### src/ebpm_pkg.sv
// Constants for the external bus pin multiplexer
package ebpm_pkg;
  localparam int DATA_W        = 32;
  localparam int HALF_W        = 16;
  localparam int ADDR_W        = 26;
  localparam int NUM_CS        = 6;
  localparam int SD_ADDR_W     = 14;
  localparam int CS_SDRAM_IDX  = 1;
  localparam int CS_NAND_IDX   = 3;
  localparam logic CS1_SMC     = 1'h0;
  localparam logic CS1_SDRAM   = 1'h1;
  localparam logic CS3_PLAIN   = 1'h0;
  localparam logic CS3_NAND    = 1'h1;
  localparam logic LANE_LOW    = 1'h0;
  localparam logic LANE_HIGH   = 1'h1;
  localparam logic PIN_IDLE    = 1'h1;
  localparam logic RST_CS1_SEL = 1'h0;
  localparam logic RST_CS3_SEL = 1'h0;
  localparam logic RST_LANE    = 1'h0;
  localparam logic RST_W32     = 1'h1;
  typedef enum logic [1:0] {OWN_NONE, OWN_STATIC, OWN_SDRAM, OWN_NAND}
    ebpm_owner_t;
endpackage : ebpm_pkg

### src/ebpm_top.sv
// External bus pin multiplexer between static, SDRAM and NAND logic
// Function
// - Data bus configurable 16 or 32 bits
// - Address bus up to 26 bits
// - Six chip selects usable by static controller
// - Chip select one owned by SDRAM or static
// - NAND only through chip select three
// - Shared control pins muxed by active controller
// - SDRAM address lanes mapped onto port pins
// - NAND chip select active low
// - NAND read strobe active low
// - NAND write strobe active low
// - SDRAM chip select active low
// - Six devices, one space per select
// - Owner bit 0 static, 1 SDRAM
// - Select three bit enables NAND logic
// - Lane select picks NAND data lanes
`timescale 1ns/1ps
`default_nettype none
module ebpm_top #(
  parameter int DW = ebpm_pkg::DATA_W,
  parameter int AW = ebpm_pkg::ADDR_W,
  parameter int NC = ebpm_pkg::NUM_CS
) (
  // Clock and reset
  input  wire  logic                 SYS_CLK,
  input  wire  logic                 RST,
  // Configuration straps, synchronised inside
  input  wire  logic                 CS1_OWNER_SELECT,
  input  wire  logic                 CS3_NAND_ENABLE,
  input  wire  logic                 NAND_UPPER_LANE_SELECT,
  input  wire  logic                 BUS_WIDTH_32,
  // Static memory controller side
  input  wire  logic                 SMC_ACTIVE,
  input  wire  logic [AW-1:0]        SMC_ADDR,
  input  wire  logic [NC-1:0]        SMC_CS_N,
  input  wire  logic                 SMC_WRITE_STROBE_1_N,
  input  wire  logic [DW-1:0]        SMC_WDATA,
  input  wire  logic                 SMC_DATA_OE,
  input  wire  logic                 SMC_NAND_RD,
  input  wire  logic                 SMC_NAND_WR,
  output logic       [DW-1:0]        SMC_RDATA,
  // SDRAM controller side
  input  wire  logic                 SDR_ACTIVE,
  input  wire  logic [13:0]          SDR_ADDR,
  input  wire  logic                 SDR_CS_N,
  input  wire  logic                 SDR_BYTE_LANE_SELECT_1_N,
  input  wire  logic [DW-1:0]        SDR_WDATA,
  input  wire  logic                 SDR_DATA_OE,
  output logic       [DW-1:0]        SDR_RDATA,
  // NAND byte lanes
  input  wire  logic [15:0]          NAND_WDATA,
  input  wire  logic                 NAND_DATA_OE,
  output logic       [15:0]          NAND_RDATA,
  // External pins
  output logic       [AW-1:0]        EXT_ADDR,
  output logic                       EXT_SDRAM_ADDR10_LINE,
  output logic       [NC-1:0]        EXT_CHIP_SELECTS_N,
  output logic                       EXT_SDRAM_CHIP_SELECT_N,
  output logic                       EXT_NAND_CHIP_SELECT_N,
  output logic                       EXT_NAND_READ_STROBE_N,
  output logic                       EXT_NAND_WRITE_STROBE_N,
  output logic                       EXT_WR1_BS1_N,
  input  wire  logic [DW-1:0]        EXT_DATA_I,
  output logic       [DW-1:0]        EXT_DATA_O,
  output logic       [DW-1:0]        EXT_DATA_OE
);
  localparam int HW = ebpm_pkg::HALF_W;

  // Two-flop synchronisers for straps and data pins
  logic [3:0]    cfg_s1_q, cfg_s2_q;
  logic [DW-1:0] din_s1_q, din_s2_q;
  always_ff @(posedge SYS_CLK or posedge RST) begin
    if (RST) begin
      cfg_s1_q <= {ebpm_pkg::RST_W32, ebpm_pkg::RST_LANE,
                   ebpm_pkg::RST_CS3_SEL, ebpm_pkg::RST_CS1_SEL};
      cfg_s2_q <= {ebpm_pkg::RST_W32, ebpm_pkg::RST_LANE,
                   ebpm_pkg::RST_CS3_SEL, ebpm_pkg::RST_CS1_SEL};
      din_s1_q <= '0;
      din_s2_q <= '0;
    end else begin
      cfg_s1_q <= {BUS_WIDTH_32, NAND_UPPER_LANE_SELECT,
                   CS3_NAND_ENABLE, CS1_OWNER_SELECT};
      cfg_s2_q <= cfg_s1_q;
      din_s1_q <= EXT_DATA_I;
      din_s2_q <= din_s1_q;
    end
  end
  logic cs1_sdram, cs3_nand, lane_hi, w32;
  assign cs1_sdram = (cfg_s2_q[0] == ebpm_pkg::CS1_SDRAM);
  assign cs3_nand  = (cfg_s2_q[1] == ebpm_pkg::CS3_NAND);
  assign lane_hi   = (cfg_s2_q[2] == ebpm_pkg::LANE_HIGH);
  assign w32       = cfg_s2_q[3];

  // Pick the controller that owns the shared pins
  function automatic ebpm_pkg::ebpm_owner_t owner_of(
    input logic static_mem_ctrl, input logic sdr, input logic nand_en);
    if (sdr)
      return ebpm_pkg::OWN_SDRAM;
    else if (static_mem_ctrl && nand_en)
      return ebpm_pkg::OWN_NAND;
    else if (static_mem_ctrl)
      return ebpm_pkg::OWN_STATIC;
    else
      return ebpm_pkg::OWN_NONE;
  endfunction : owner_of

  ebpm_pkg::ebpm_owner_t owner_d, owner_q;
  logic nand_sel;
  assign nand_sel = cs3_nand && !SMC_CS_N[ebpm_pkg::CS_NAND_IDX];

  // Registered pin values
  logic [AW-1:0] addr_d, addr_q;
  logic          a10_d, a10_q;
  logic [NC-1:0] cs_d, cs_q;
  logic          sdram_chip_select_d, sdram_chip_select_q, ncs_d, ncs_q, nre_d, nre_q, nwe_d, nwe_q;
  logic          wb1_d, wb1_q;
  logic [DW-1:0] dout_d, dout_q, doe_d, doe_q;

  always_comb begin
    owner_d = owner_of(SMC_ACTIVE, SDR_ACTIVE && cs1_sdram, nand_sel);
    addr_d  = '0;
    a10_d   = 1'h0;
    cs_d    = {NC{ebpm_pkg::PIN_IDLE}};
    sdram_chip_select_d  = ebpm_pkg::PIN_IDLE;
    ncs_d   = ebpm_pkg::PIN_IDLE;
    nre_d   = ebpm_pkg::PIN_IDLE;
    nwe_d   = ebpm_pkg::PIN_IDLE;
    wb1_d   = ebpm_pkg::PIN_IDLE;
    dout_d  = '0;
    doe_d   = '0;
    case (owner_d)
      ebpm_pkg::OWN_SDRAM: begin
        addr_d[11:2]  = SDR_ADDR[9:0];
        a10_d         = SDR_ADDR[10];
        addr_d[15:13] = SDR_ADDR[13:11];
        sdram_chip_select_d        = SDR_CS_N;
        cs_d[ebpm_pkg::CS_SDRAM_IDX] = SDR_CS_N;
        wb1_d         = SDR_BYTE_LANE_SELECT_1_N;
        dout_d        = SDR_WDATA;
        doe_d         = {DW{SDR_DATA_OE}};
      end
      ebpm_pkg::OWN_STATIC, ebpm_pkg::OWN_NAND: begin
        addr_d = SMC_ADDR;
        cs_d   = SMC_CS_N;
        if (cs1_sdram)
          cs_d[ebpm_pkg::CS_SDRAM_IDX] = ebpm_pkg::PIN_IDLE;
        wb1_d  = SMC_WRITE_STROBE_1_N;
        dout_d = SMC_WDATA;
        doe_d  = {DW{SMC_DATA_OE}};
        if (owner_d == ebpm_pkg::OWN_NAND) begin
          ncs_d = 1'h0;
          nre_d = !SMC_NAND_RD;
          nwe_d = !SMC_NAND_WR;
          doe_d = '0;
          if (lane_hi) begin
            dout_d[DW-1:HW] = NAND_WDATA;
            doe_d[DW-1:HW]  = {HW{NAND_DATA_OE}};
          end else begin
            dout_d[HW-1:0]  = NAND_WDATA;
            doe_d[HW-1:0]   = {HW{NAND_DATA_OE}};
          end
        end
      end
      default: begin
      end
    endcase
    // Upper lanes not driven in 16-bit mode, except by NAND on the upper lane
    if (!w32 && !(owner_d == ebpm_pkg::OWN_NAND && lane_hi))
      doe_d[DW-1:HW] = '0;
  end

  always_ff @(posedge SYS_CLK or posedge RST) begin
    if (RST) begin
      owner_q <= ebpm_pkg::OWN_NONE;
      addr_q  <= '0;
      a10_q   <= 1'h0;
      cs_q    <= {NC{ebpm_pkg::PIN_IDLE}};
      sdram_chip_select_q  <= ebpm_pkg::PIN_IDLE;
      ncs_q   <= ebpm_pkg::PIN_IDLE;
      nre_q   <= ebpm_pkg::PIN_IDLE;
      nwe_q   <= ebpm_pkg::PIN_IDLE;
      wb1_q   <= ebpm_pkg::PIN_IDLE;
      dout_q  <= '0;
      doe_q   <= '0;
    end else begin
      owner_q <= owner_d;
      addr_q  <= addr_d;
      a10_q   <= a10_d;
      cs_q    <= cs_d;
      sdram_chip_select_q  <= sdram_chip_select_d;
      ncs_q   <= ncs_d;
      nre_q   <= nre_d;
      nwe_q   <= nwe_d;
      wb1_q   <= wb1_d;
      dout_q  <= dout_d;
      doe_q   <= doe_d;
    end
  end

  assign EXT_ADDR                = addr_q;
  assign EXT_SDRAM_ADDR10_LINE   = a10_q;
  assign EXT_CHIP_SELECTS_N      = cs_q;
  assign EXT_SDRAM_CHIP_SELECT_N = sdram_chip_select_q;
  assign EXT_NAND_CHIP_SELECT_N  = ncs_q;
  assign EXT_NAND_READ_STROBE_N  = nre_q;
  assign EXT_NAND_WRITE_STROBE_N = nwe_q;
  assign EXT_WR1_BS1_N           = wb1_q;
  assign EXT_DATA_O              = dout_q;
  assign EXT_DATA_OE             = doe_q;

  // Read data: synchronised pins; 16-bit mode masks upper lanes of static and SDRAM read data
  assign SMC_RDATA  = w32 ? din_s2_q : {{HW{1'h0}}, din_s2_q[HW-1:0]};
  assign SDR_RDATA  = SMC_RDATA;
  assign NAND_RDATA = lane_hi ? din_s2_q[DW-1:HW] : din_s2_q[HW-1:0];
endmodule : ebpm_top
`default_nettype wire

### config.mk
export PLATFORM = sky130hd
export DESIGN_NAME = ebpm_top
export DESIGN_NICKNAME = d
export VERILOG_FILES = /design/src/ebpm_pkg.sv /design/src/ebpm_top.sv
export SDC_FILE = /design/constraint.sdc
export NUM_CORES = 1
export LEC_CHECK = 0
export ABC_AREA = 1
export BUFFER_PORTS_ARGS = -buffer_cell sky130_fd_sc_hd__buf_4
export CAP_MARGIN = 20
export CORE_AREA = 2 2 139 141
export CTS_CLUSTER_SIZE = 30
export DETAILED_ROUTE_END_ITERATION = 12
export DIE_AREA = 0 0 141 143
export PLACE_DENSITY = 0.59
export SLEW_MARGIN = 30
export SYNTH_ARGS = -nofsm -noshare
export SYNTH_HDL_FRONTEND = slang
export SYNTH_SLANG_ARGS = --single-unit
### constraint.sdc
create_clock -name SYS_CLK -period 6.1 [get_ports SYS_CLK]
set_input_delay 0.915 -clock SYS_CLK [delete_from_list [all_inputs] [get_ports SYS_CLK]]
set_output_delay 0.915 -clock SYS_CLK [all_outputs]
set_load 0.01 [all_outputs]
# After elaboration in Yosys (flattened, before gate mapping)
# Cells that the tools add are included.
# W data, S select, Z words.
[op_classes]
n_eq_ne = 3
muxes = 32
reduce_logical = 11
[op_table]
columns = ["op", "count"]
rows = [
  ["$pmux W32 S2", 2],
  ["$mux W16", 6],
  ["$mux W32", 3],
  ["$pmux W10 S2", 1],
  ["$mux W1", 12],
  ["$mux W10", 1],
  ["$mux W2", 3],
  ["$pmux W3 S2", 1],
  ["$logic_and A1 B1 Y1", 5],
  ["$logic_not A1 Y1", 5],
  ["$eq A2 B2 Y1 const B", 2],
  ["$mux W4", 1],
  ["$pmux W1 S2", 2],
  ["$eq A2 B1 Y1 const B", 1],
  ["$reduce_or A2 Y1", 1],
]
[word_totals]
regBits = 174
input_bits = 174
output_inout_bits = 182
elab_cells = 60

# Logic depth before layout (Yosys ltp)
# Gate-level depths: netlist (run 1).
[depth]
depth_word = 10
depth_mapped = 7
depth_no_buf = 7

# Least setup slack after synthesis (run 1)
# No wires, ideal clock.
[synth_timing]
path_type = "flip-flop to output port"
from = "reg cfg_s2_q[3]"
to = "out SMC_RDATA[22]"
arrival_time_ns = 1.309
t_required_ns = 5.185
setup_slack_ns = 3.876
stages_incl_launch_ff = 6
path_cell_list = "dfstp_2 > clkbuf_1 > clkbuf_1 > nand2_1 > inv_1 > buf_4"
[synth_between]
elab_chain_cells = 1
[synth_lines]
columns = ["element", "line", "rtl"]
rows = [
  ["start: declaration", "ebpm_top.sv:71", "logic [3:0] cfg_s1_q, cfg_s2_q;"],
  ["start signal: assignment", "ebpm_top.sv:77", "cfg_s2_q <= {ebpm_pkg::RST_W32, ebpm_pkg::RST_LANE,"],
  ["start signal: assignment", "ebpm_top.sv:84", "cfg_s2_q <= cfg_s1_q;"],
  ["$mux W32", "ebpm_top.sv:213", "assign SMC_RDATA = w32 ? din_s2_q : {{HW{1'h0}}, din_s2_q[HW-1:0]};"],
  ["end: declaration", "ebpm_top.sv:42", "output logic [DW-1:0] SMC_RDATA,"],
]
# No other way between the ends.

# Final worst setup path (run 1)
[layout_timing]
from = "reg cfg_s2_q[2]"
to = "out NAND_RDATA[0]"
[layout_between]
elab_chain_cells = 1
[layout_lines]
columns = ["element", "line", "rtl"]
rows = [
  ["$mux W16", "ebpm_top.sv:215", "assign NAND_RDATA = lane_hi ? din_s2_q[DW-1:HW] : din_s2_q[HW-1:0];"],
  ["end: declaration", "ebpm_top.sv:54", "output logic [15:0] NAND_RDATA,"],
]
# No other way between the ends.

==> results of run 1 <==
==> layer usage <==
layer / global-route usage / up-vias / part of all wire
met5: 0 / - / 0.00075
met4: 0.06632 / 2 / 0.022
met3: 0.05131 / 26 / 0.076
met2: 0.2919 / 223 / 0.52
met1: 0.2039 / 2217 / 0.38
li1: - / 2169 / -
==> layout make-up <==
| type | count | area share |
|---|---|---|
| Clock buffer | 18 | 0.04901 |
| Clock inverter | 14 | 0.02858 |
| Inverter | 40 | 0.01772 |
| Multi-Input combinational cell | 251 | 0.1516 |
| Sequential cell | 144 | 0.4135 |
| Tap cell | 234 | 0.03344 |
| Timing Repair Buffer | 357 | 0.3061 |
==> sequential cells by signal, indices dropped and copies added (netlist names) <==
signal and count:
EXT_WR1_BS1_N 1, EXT_DATA_OE 2, EXT_SDRAM_ADDR10_LINE 1, EXT_DATA_O 32
EXT_NAND_WRITE_STROBE_N 1, cfg_s1_q 4, EXT_SDRAM_CHIP_SELECT_N 1, EXT_ADDR 26
EXT_CHIP_SELECTS_N 6, EXT_NAND_READ_STROBE_N 1, din_s2_q 32, EXT_NAND_CHIP_SELECT_N 1
din_s1_q 32, cfg_s2_q 4
==> cell usage in the layout (no fill, tap or decap) <==
| master | instances |
|---|---|
| clkbuf_16 | 17 |
| dfrtp_2 | 1 |
| o31ai_1 | 1 |
| inv_2 | 3 |
| or2_2 | 5 |
| inv_6 | 7 |
| nand2_1 | 106 |
| o22ai_1 | 1 |
| a21oi_4 | 1 |
| nor2_8 | 1 |
| dfrtp_1 | 130 |
| nor2_1 | 18 |
| nand3_1 | 75 |
| dfstp_2 | 13 |
| nand3_2 | 23 |
| clkbuf_1 | 1 |
| a21oi_1 | 1 |
| inv_1 | 36 |
| buf_4 | 357 |
| o21ai_0 | 1 |
| nand2_2 | 1 |
| a22o_1 | 13 |
| clkinv_4 | 2 |
| bufinv_16 | 6 |
| nand2_4 | 4 |
==> report_power, final <==
group | internal, uW | total, uW | switching (uW) | leakage [uW]
combinational | 192 | 358 | 166 | 0.00261
sequential | 1020 | 1050 | 32.6 | 0.00173
clock | 777 | 1210 | 433 | 0.000331
total | 1980 | 2620 | 632 | 0.00468
==> critical path, delay by kind of cell (launching register included) <==
| family | cells | cell delay, ns |
|---|---|---|
| flops | 1 | 0.97 |
| buf+inv | 2 | 0.74 |
| simple gates | 2 | 0.25 |
==> cell families after synthesis <==
family | count (synthesis)
AOI/OAI and AO/OA | 18
buffers and inverters | 143
DFF | 144
and+or+nand+nor | 233
==> how the worst max path moves through the flow <==
stage,slack (ns),from,end
2_1_floorplan,1.34,RST,EXT_ADDR[0]
3_3_place_gp,3.23,cfg_s2_q[2],NAND_RDATA[0]
3_5_place_dp,3.16,cfg_s2_q[2],NAND_RDATA[6]
4_1_cts,2.70,cfg_s2_q[2],NAND_RDATA[6]
5_1_grt,2.56,cfg_s2_q[2],NAND_RDATA[14]
6_report,2.77,cfg_s2_q[2],NAND_RDATA[0]
==> per-stage QoR <==
step,hold WS [ns],total power [uW],area (um^2),setup WS [ns]
floorplan,0.3312,1232,5858,1.340
global placement,0.3312,1426,8077,3.234
detailed placement,0.3347,1430,8077,3.157
CTS,0.3449,2650,8756,2.699
global route,0.3539,2722,8756,2.564
finish,0.3444,2617,8756,2.773
==> summary.md, run 1 <==
| Metric | Value |
|---|---|
| Post-Synth Simple-Gate Area | `0.2003` |
| Synth Area in XOR/XNOR | `0` |
| Cell depth of the worst hold path | `0` |
| Clk Latency, worst-skew pair | `0.42 ns` |
| GR Overflow Total | `0` |
| WP data required | `5.18 ns` |
| Die Ht | `143 um` |
| Multiplexer share of the synthesized area | `0` |
| Worst Path Max Fanout | `36` |
| Top post-synthesis cells by area | `dfrtp_1, buf_4, nand2_1` |
| Avg WL per Cell | `16.46 um` |
| Inserted Diodes | `0` |
| Critical Path AT | `2.41 ns` |
| Number of post-CTS setup repair buffers | `0` |
| Worst hold path type | `reg2reg` |
| Min Tclk post-route | `3.327 ns` |
| Post-synthesis register bit count | `144` |
| Share of layout cells above drive strength 1 | `0.5352` |
| Placed Instances | `1,026` |
| CTS tree | `done` |
| Cell taking the most area after synthesis | `dfrtp_1` |
| Nets | `985` |
| R2R setup slack | `3.83 ns` |
| Pins over their slew limit | `0` |
| Crit end category | `output port` |
| Ports | `356` |
| Post-CTS Hold Buffers | `0` |
| Mean Syn Cell Area | `10.89 um^2` |
| VDD IR max | `178.5 uV` |
| Final core utilization | `0.4712` |
| Total Negative Setup Slacks | `0 ns` |
| Clock transition at the registers of the reported paths | `0.06 ns` |
| Die width | `141 um` |
| Remaining DRCs | `0` |
| Clk root buf | `clkbuf_16` |
| DRT Pass-1 Iters | `4` |
| Syn. warnings | `0` |
| CP startpoint kind | `flop` |
| Synth async-reset ratio | `1.000` |
| Achievable Freq | `0.3005 GHz` |
| Seq/Total Area, Yosys | `0.6179` |
| Final ANT Viol Nets | `0` |
| Final setup vio count | `0` |
| Ys flop type | `dfrtp_1` |
| Most frequent CP cell | `nand2_1` |
| Max Cap Viol | `0` |
| Number of synthesized flops with an enable pin | `0` |
| CTS Buf Count | `17` |
| Worst Tran Pin Value | `0.9250 ns` |
| Synth Instances | `538` |
| Die area | `20,160 um^2` |
| H-tree level count | `4` |
| Layout fillers | `1,763` |
| Status | `complete, no violations` |
| Via density | `4.383` |
| Largest family of logic cells by synthesized area | `simple AND/OR/NAND/NOR gates` |
| DRT iter0 DRCs | `237` |
| Clock net sink count | `144` |
| Max incr delay on CP | `0.97 ns` |
| Vias post-DR | `4,637` |
| FF-to-FF Start | `cfg_s2_q[2]` |
| CP max stage cell | `dfrtp_2` |
| Global-route wire length before repair | `25,860 um` |
| Count leader, synth | `dfrtp_1` |
| RSZ-0062 raised after global routing | `false` |
| Final Cycle Share | `0.5455` |
| Post-Synth Adder-Cell Area | `0` |
| Multi-input gate area | `1328 um^2` |
| Final Non-Filler Cells | `1,058` |
| R2R depth | `4` |
| Area Overhead vs Synth | `49.47%` |
| CP Class | `reg2out` |
| Fin Clk Skew | `0.008289 ns` |
| Total power per unit cell area | `298.9 nW/um^2` |
| Yosys top cell area share | `0.5596` |
| Largest net degree at the start of global routing | `88` |
| Gp weighted congestion | `0.7852` |
| Rel. slew slack | `0.3833` |
| Synth Area in Compound Gates | `0.02499` |
| Final hold violations | `0` |
| Hpwl dp | `12,680 um` |
| Post-CTS sizing | `0` |
| Port Buf Inserts | `355` |
| CP Cell Sequence | `inv_2, nand2_1, nand2_1, buf_4` |
| Hold Path Sink | `din_s2_q[31]` |
| Synth top cells by count | `dfrtp_1, nand2_1, buf_4` |
| Vias in the first global route | `4,624` |
| R2R Path End | `EXT_DATA_O[14]` |
| # rows | `50` |
| Final wirelength | `17,420 um` |
| Syn nets | `712` |
| Gr usage total | `0.1710` |
| Core Region | `18,580 um^2` |
| Worst Hold Launch | `din_s1_q[31]` |
| Register area | `3621 um^2` |
| Bufs on Longest Clock Path | `2` |
| Synth cell types | `24` |
| Initial antenna violation count | `1` |
| Pleak | `0.004678 uW` |
| Initial Utilization | `0.3153` |
| Cell Area, Synth | `5858 um^2` |
(Power assumes the default switching activity.)
==> inputs of run 2 (changes only) <==
- CORE_AREA: 2 2 139 141 -> 2 2 137 139
- DIE_AREA: 0 0 141 143 -> 0 0 139 141
- PLACE_DENSITY: 0.59 -> 0.63
- clock period: 6.1 -> 2.9 ns (I/O delays scaled with it)
==> run 2 against run 1 <==
Register-to-register slack worse by 2.8 ns; combinational power is 110% higher; critical endpoint is now NAND_RDATA[2]; worst setup slack worse by 1.9 ns; core utilization is 0.57 points higher; routed wire length is 4.7% lower; sequential cell count stayed put; critical path type unchanged; total power is 98% higher; non-clock buffer count is 4 higher; die area is 2.8% lower; via count is 0.19% lower; first-iteration DRC count is 6.3% lower; sequential share of layout area is 0.20 points higher.
==> summary.md, run 2 (synthesized netlist as in run 1, its figures left out) <==
| Metric | Value |
|---|---|
| Ports | `356` |
| Max incr delay on CP | `0.43 ns` |
| Status | `complete, no violations` |
| Final hold violations | `0` |
| DRT iter0 DRCs | `222` |
| Final wirelength | `16,610 um` |
| H-tree level count | `4` |
| Initial antenna violation count | `0` |
| GR Overflow Total | `0` |
| Final Cycle Share | `0.6876` |
| Die Ht | `141 um` |
| CP Cell Sequence | `buf_4, nand2_1, nand2_1, buf_4` |
| Bufs on Longest Clock Path | `2` |
| Port Buf Inserts | `355` |
| Gr usage total | `0.1661` |
| Core Region | `18,270 um^2` |
| Via density | `4.358` |
| Remaining DRCs | `0` |
| Rel. slew slack | `0.4356` |
| WP data required | `2.47 ns` |
| Die width | `139 um` |
| VDD IR max | `365.9 uV` |
| R2R Path End | `EXT_DATA_O[26]` |
| Post-CTS Hold Buffers | `0` |
| Crit end category | `output port` |
| Total Negative Setup Slacks | `0 ns` |
| Hpwl dp | `11,940 um` |
| CP Launch Point | `cfg_s2_q[2]` |
| Placed Instances | `1,030` |
| Largest net degree at the start of global routing | `145` |
| Vias in the first global route | `4,578` |
| Achievable Freq | `0.5015 GHz` |
| Clock transition at the registers of the reported paths | `0.06 ns` |
| Worst hold path type | `in2reg` |
| Critical Path AT | `1.56 ns` |
| # rows | `50` |
| CP startpoint kind | `flop` |
| Global-route wire length before repair | `25,310 um` |
| Inserted Diodes | `0` |
| Area Overhead vs Synth | `48.74%` |
| Clk Latency, worst-skew pair | `0.41 ns` |
| CP Buf/Inv Count | `2` |
| Final core utilization | `0.4770` |
| Worst Path Max Fanout | `35` |
| Vias post-DR | `4,628` |
| RSZ-0062 raised after global routing | `false` |
| Final ANT Viol Nets | `0` |
| Min Tclk post-route | `1.994 ns` |
| Max Cap Viol | `0` |
| Nets | `989` |
| Total power per unit cell area | `594.0 nW/um^2` |
| R2R setup slack | `1.08 ns` |
| Clk root buf | `clkbuf_16` |
| Tightest hold margin | `0.1213 ns` |
| Commonest non-fill, non-tap cell in the layout | `buf_4` |
| CP Depth | `4` |
| Critical Path Sink | `NAND_RDATA[2]` |
| Die area | `19,600 um^2` |
| CP Class | `reg2out` |
| FF-to-FF Start | `cfg_s2_q[0]` |
| R2R depth | `6` |
| Final Non-Filler Cells | `1,062` |
| Worst path top cell family by delay | `buffers and inverters` |
| Avg WL per Cell | `15.64 um` |
| Share of layout cells above drive strength 1 | `0.5374` |
| Final setup vio count | `0` |
| CTS tree | `done` |
| CTS Buf Count | `17` |
| Commonest cells after routing, fill and taps aside | `buf_4, dfrtp_1, nand2_1` |
| Final Cell Area | `8713 um^2` |
| CP max stage cell | `buf_4` |
| Pins over their slew limit | `0` |
| Cell Area, Placed | `8118 um^2` |
| Clock net sink count | `144` |
| Fin Clk Skew | `0.007275 ns` |
| DRT Pass-1 Iters | `4` |
| Post-CTS sizing | `0` |
| Gp weighted congestion | `0.8548` |
| Pleak | `0.004654 uW` |
| Worst Tran Pin Value | `0.8466 ns` |
| Number of post-CTS setup repair buffers | `0` |
| Initial Utilization | `0.3207` |
[run 2: cell count changes in the layout (fill, tap and decap cells not counted), moves of 2 or more]
cell,delta
inv_6,-2
buf_4,+3
bufinv_16,-4
clkinvlp_4,+3
[run 2: worst min path at each step]
stage                  startpoint      endpoint  cells past startpoint
finish              EXT_DATA_I[6]   din_s1_q[6]                      1
detailed placement   din_s1_q[16]  din_s2_q[16]                      0
floorplan             cfg_s1_q[0]   cfg_s2_q[0]                      0
CTS                 EXT_DATA_I[6]   din_s1_q[6]                      1
global placement     din_s1_q[12]  din_s2_q[12]                      0
global route        EXT_DATA_I[6]   din_s1_q[6]                      1
[run 2: area by class of cell]
type	instances	area, um^2
well taps	234	292.8
fillers	1737	9554
clock buffers	19	442.9
multi-input cells	251	1328
repair buffers	361	2723
clock inverters	13	152.6
flip-flops and latches	144	3621
inverters	40	153.9
[run 2: per-stage QoR]
step	worst slack, ns	total power [uW]
2_1_floorplan	0.6706	2592
3_3_place_gp	0.9838	3006
3_5_place_dp	0.9640	3013
4_1_cts	0.8406	5254
5_1_grt	0.7876	5400
6_report	0.9060	5175
[run 2: power by group]
group	switching [uW]	total [uW]	internal, uW	leakage (uW)
Sequential	59.6	2200	2140	0.00173
Combinational	360	768	408	0.00263
Clock	900	2210	1310	0.000287
Total	1320	5180	3860	0.00465
[run 2: routing by layer]
| layer | vias to the layer above | share of wire | global-route usage |
|---|---|---|---|
| met5 | - | 0 | 0 |
| met1 | 2192 | 0.41 | 0.2123 |
| li1 | 2182 | - | - |
| met2 | 221 | 0.49 | 0.2676 |
| met3 | 33 | 0.073 | 0.04484 |
| met4 | 0 | 0.025 | 0.07071 |
==> inputs of run 3 (changes only) <==
- CORE_AREA: 2 2 137 139 -> 2 2 139 141
- DIE_AREA: 0 0 139 141 -> 0 0 141 143
- PLACE_DENSITY: 0.63 -> 0.59
- clock period: 2.9 -> 2 ns (I/O delays scaled with it)
==> run 3 against run 2 <==
Sequential cell count is the same; critical path type unchanged; highest routed layer unchanged; clock skew up 0.0027 ns; register-to-register slack worse by 0.77 ns; critical endpoint is now NAND_RDATA[14]; largest cell class unchanged; sequential share of layout area decreased by 2.4 points; design area up 6.2%.
==> summary.md, run 3 (synthesized netlist as in run 1, its figures left out) <==
| Metric | Value |
|---|---|
| Clock transition at the registers of the reported paths | `0.06 ns` |
| Via density | `4.320` |
| Worst path top cell family by delay | `buffers and inverters` |
| Tightest hold margin | `0.07509 ns` |
| CP startpoint kind | `flop` |
| CTS Buf Count | `17` |
| CP max stage cell | `buf_4` |
| Ports | `356` |
| GR Overflow Total | `0` |
| Vias in the first global route | `4,946` |
| Total Negative Setup Slacks | `0 ns` |
| CTS tree | `done` |
| Area Overhead vs Synth | `58.01%` |
| Rel. slew slack | `0.5602` |
| Hpwl dp | `13,270 um` |
| Achievable Freq | `0.5407 GHz` |
| Port Buf Inserts | `355` |
| Gr usage total | `0.1785` |
| Die area | `20,160 um^2` |
| Avg WL per Cell | `16.26 um` |
| Clk Latency, worst-skew pair | `0.42 ns` |
| Remaining DRCs | `0` |
| DRT Pass-1 Iters | `5` |
| Inserted Diodes | `0` |
| Layout fillers | `1,743` |
| Number of post-CTS setup repair buffers | `0` |
| Clk root buf | `clkbuf_16` |
| Crit end category | `output port` |
| Final Cycle Share | `0.9247` |
| Final core utilization | `0.4982` |
| Final hold violations | `0` |
| Post-CTS sizing | `0` |
| Overall Power | `7642 uW` |
| Min Tclk post-route | `1.849 ns` |
| Die Ht | `143 um` |
| RSZ-0062 raised after global routing | `false` |
| Status | `complete, no violations` |
| Share of layout cells above drive strength 1 | `0.5194` |
| Commonest cells after routing, fill and taps aside | `buf_4, dfrtp_1, nand2_1` |
| Nets | `1,039` |
| Max incr delay on CP | `0.44 ns` |
| Final wirelength | `18,080 um` |
| Bufs on Longest Clock Path | `2` |
| Post-CTS Hold Buffers | `39` |
| Worst Path Max Fanout | `35` |
| Global-route wire length before repair | `27,080 um` |
| Core Region | `18,580 um^2` |
| Initial Utilization | `0.3153` |
| H-tree level count | `4` |
| CP Buf/Inv Count | `2` |
| CP Class | `reg2out` |
| Die width | `141 um` |
| CP Cell Sequence | `buf_4, nand2_1, nand2_1, buf_4` |
| # rows | `50` |
| Final ANT Viol Nets | `0` |
| Pleak | `0.004899 uW` |
| Pins over their slew limit | `0` |
| Worst Tran Pin Value | `0.6583 ns` |
| Clock net sink count | `144` |
| Gp weighted congestion | `0.8361` |
| Total power per unit cell area | `825.6 nW/um^2` |
| Worst hold path type | `in2reg` |
| VDD IR max | `536.9 uV` |
| Initial antenna violation count | `0` |
| Final setup vio count | `0` |
| DRT iter0 DRCs | `243` |
| Commonest non-fill, non-tap cell in the layout | `buf_4` |
| Max Cap Viol | `0` |
| WP data required | `1.70 ns` |
| Largest net degree at the start of global routing | `49` |
| Fin Clk Skew | `0.009965 ns` |
| Vias post-DR | `4,804` |
| Critical Path AT | `1.55 ns` |
## run 3: routing by layer
metal	GRT usage	part of all wire	vias to the layer above
li1	-	-	2280
met1	0.2057	0.38	2291
met2	0.3189	0.54	215
met3	0.05332	0.076	18
met4	0.05789	0.013	0
met5	0	0	-
## run 3: final cells by class
class | instances | area (um^2) | share of cell area
clock inverters | 12 | 146.4 | 0.01582
well taps | 234 | 292.8 | 0.03163
multi-input cells | 251 | 1328 | 0.1434
flip-flops and latches | 144 | 3621 | 0.3912
clock buffers | 20 | 456.7 | 0.04934
repair buffers | 411 | 3258 | 0.3520
inverters | 40 | 153.9 | 0.01663
## run 3: path summary, 6_finish.rpt
check / from / endpoint / slack (ns) / cells after the start
worst min-delay path: SMC_CS_N[4] / EXT_CHIP_SELECTS_N[4] / 0.08 / 2
worst max-delay path: cfg_s2_q[2] / NAND_RDATA[14] / 0.15 / 4
min in group asynchronous: RST / din_s2_q[28] / 0.56 / 3
max in group asynchronous: RST / EXT_NAND_CHIP_SELECT_N / 0.77 / 4
worst min register to register: din_s1_q[28] / din_s2_q[28] / 0.34 / 0
worst max register to register: cfg_s2_q[0] / EXT_DATA_O[21] / 0.31 / 6
## run 3: worst register-to-register path, stage by stage, from the launching register on
cell	delay, ns
dfrtp_1	0.45
nand2_4	0.14
nand2_4	0.16
nor2_8	0.36
nand2_4	0.24
nand3_1	0.13
nand3_1	0.08
## run 3: per-stage QoR
step           area (um^2)  worst slack [ns]  instances
6_report              9256            0.1506       1112
5_1_grt               9256           0.03422       1112
2_1_floorplan         5862          -0.09443        538
3_3_place_gp          8263            0.3800       1041
3_5_place_dp          8263            0.3201       1041
4_1_cts               9256            0.1078       1112
## run 3: report_power, final
group          switching, uW  internal [uW]  total (uW)
clock network           1300           1940        3240
registers               89.6           3100        3190
logic                    550            668        1220
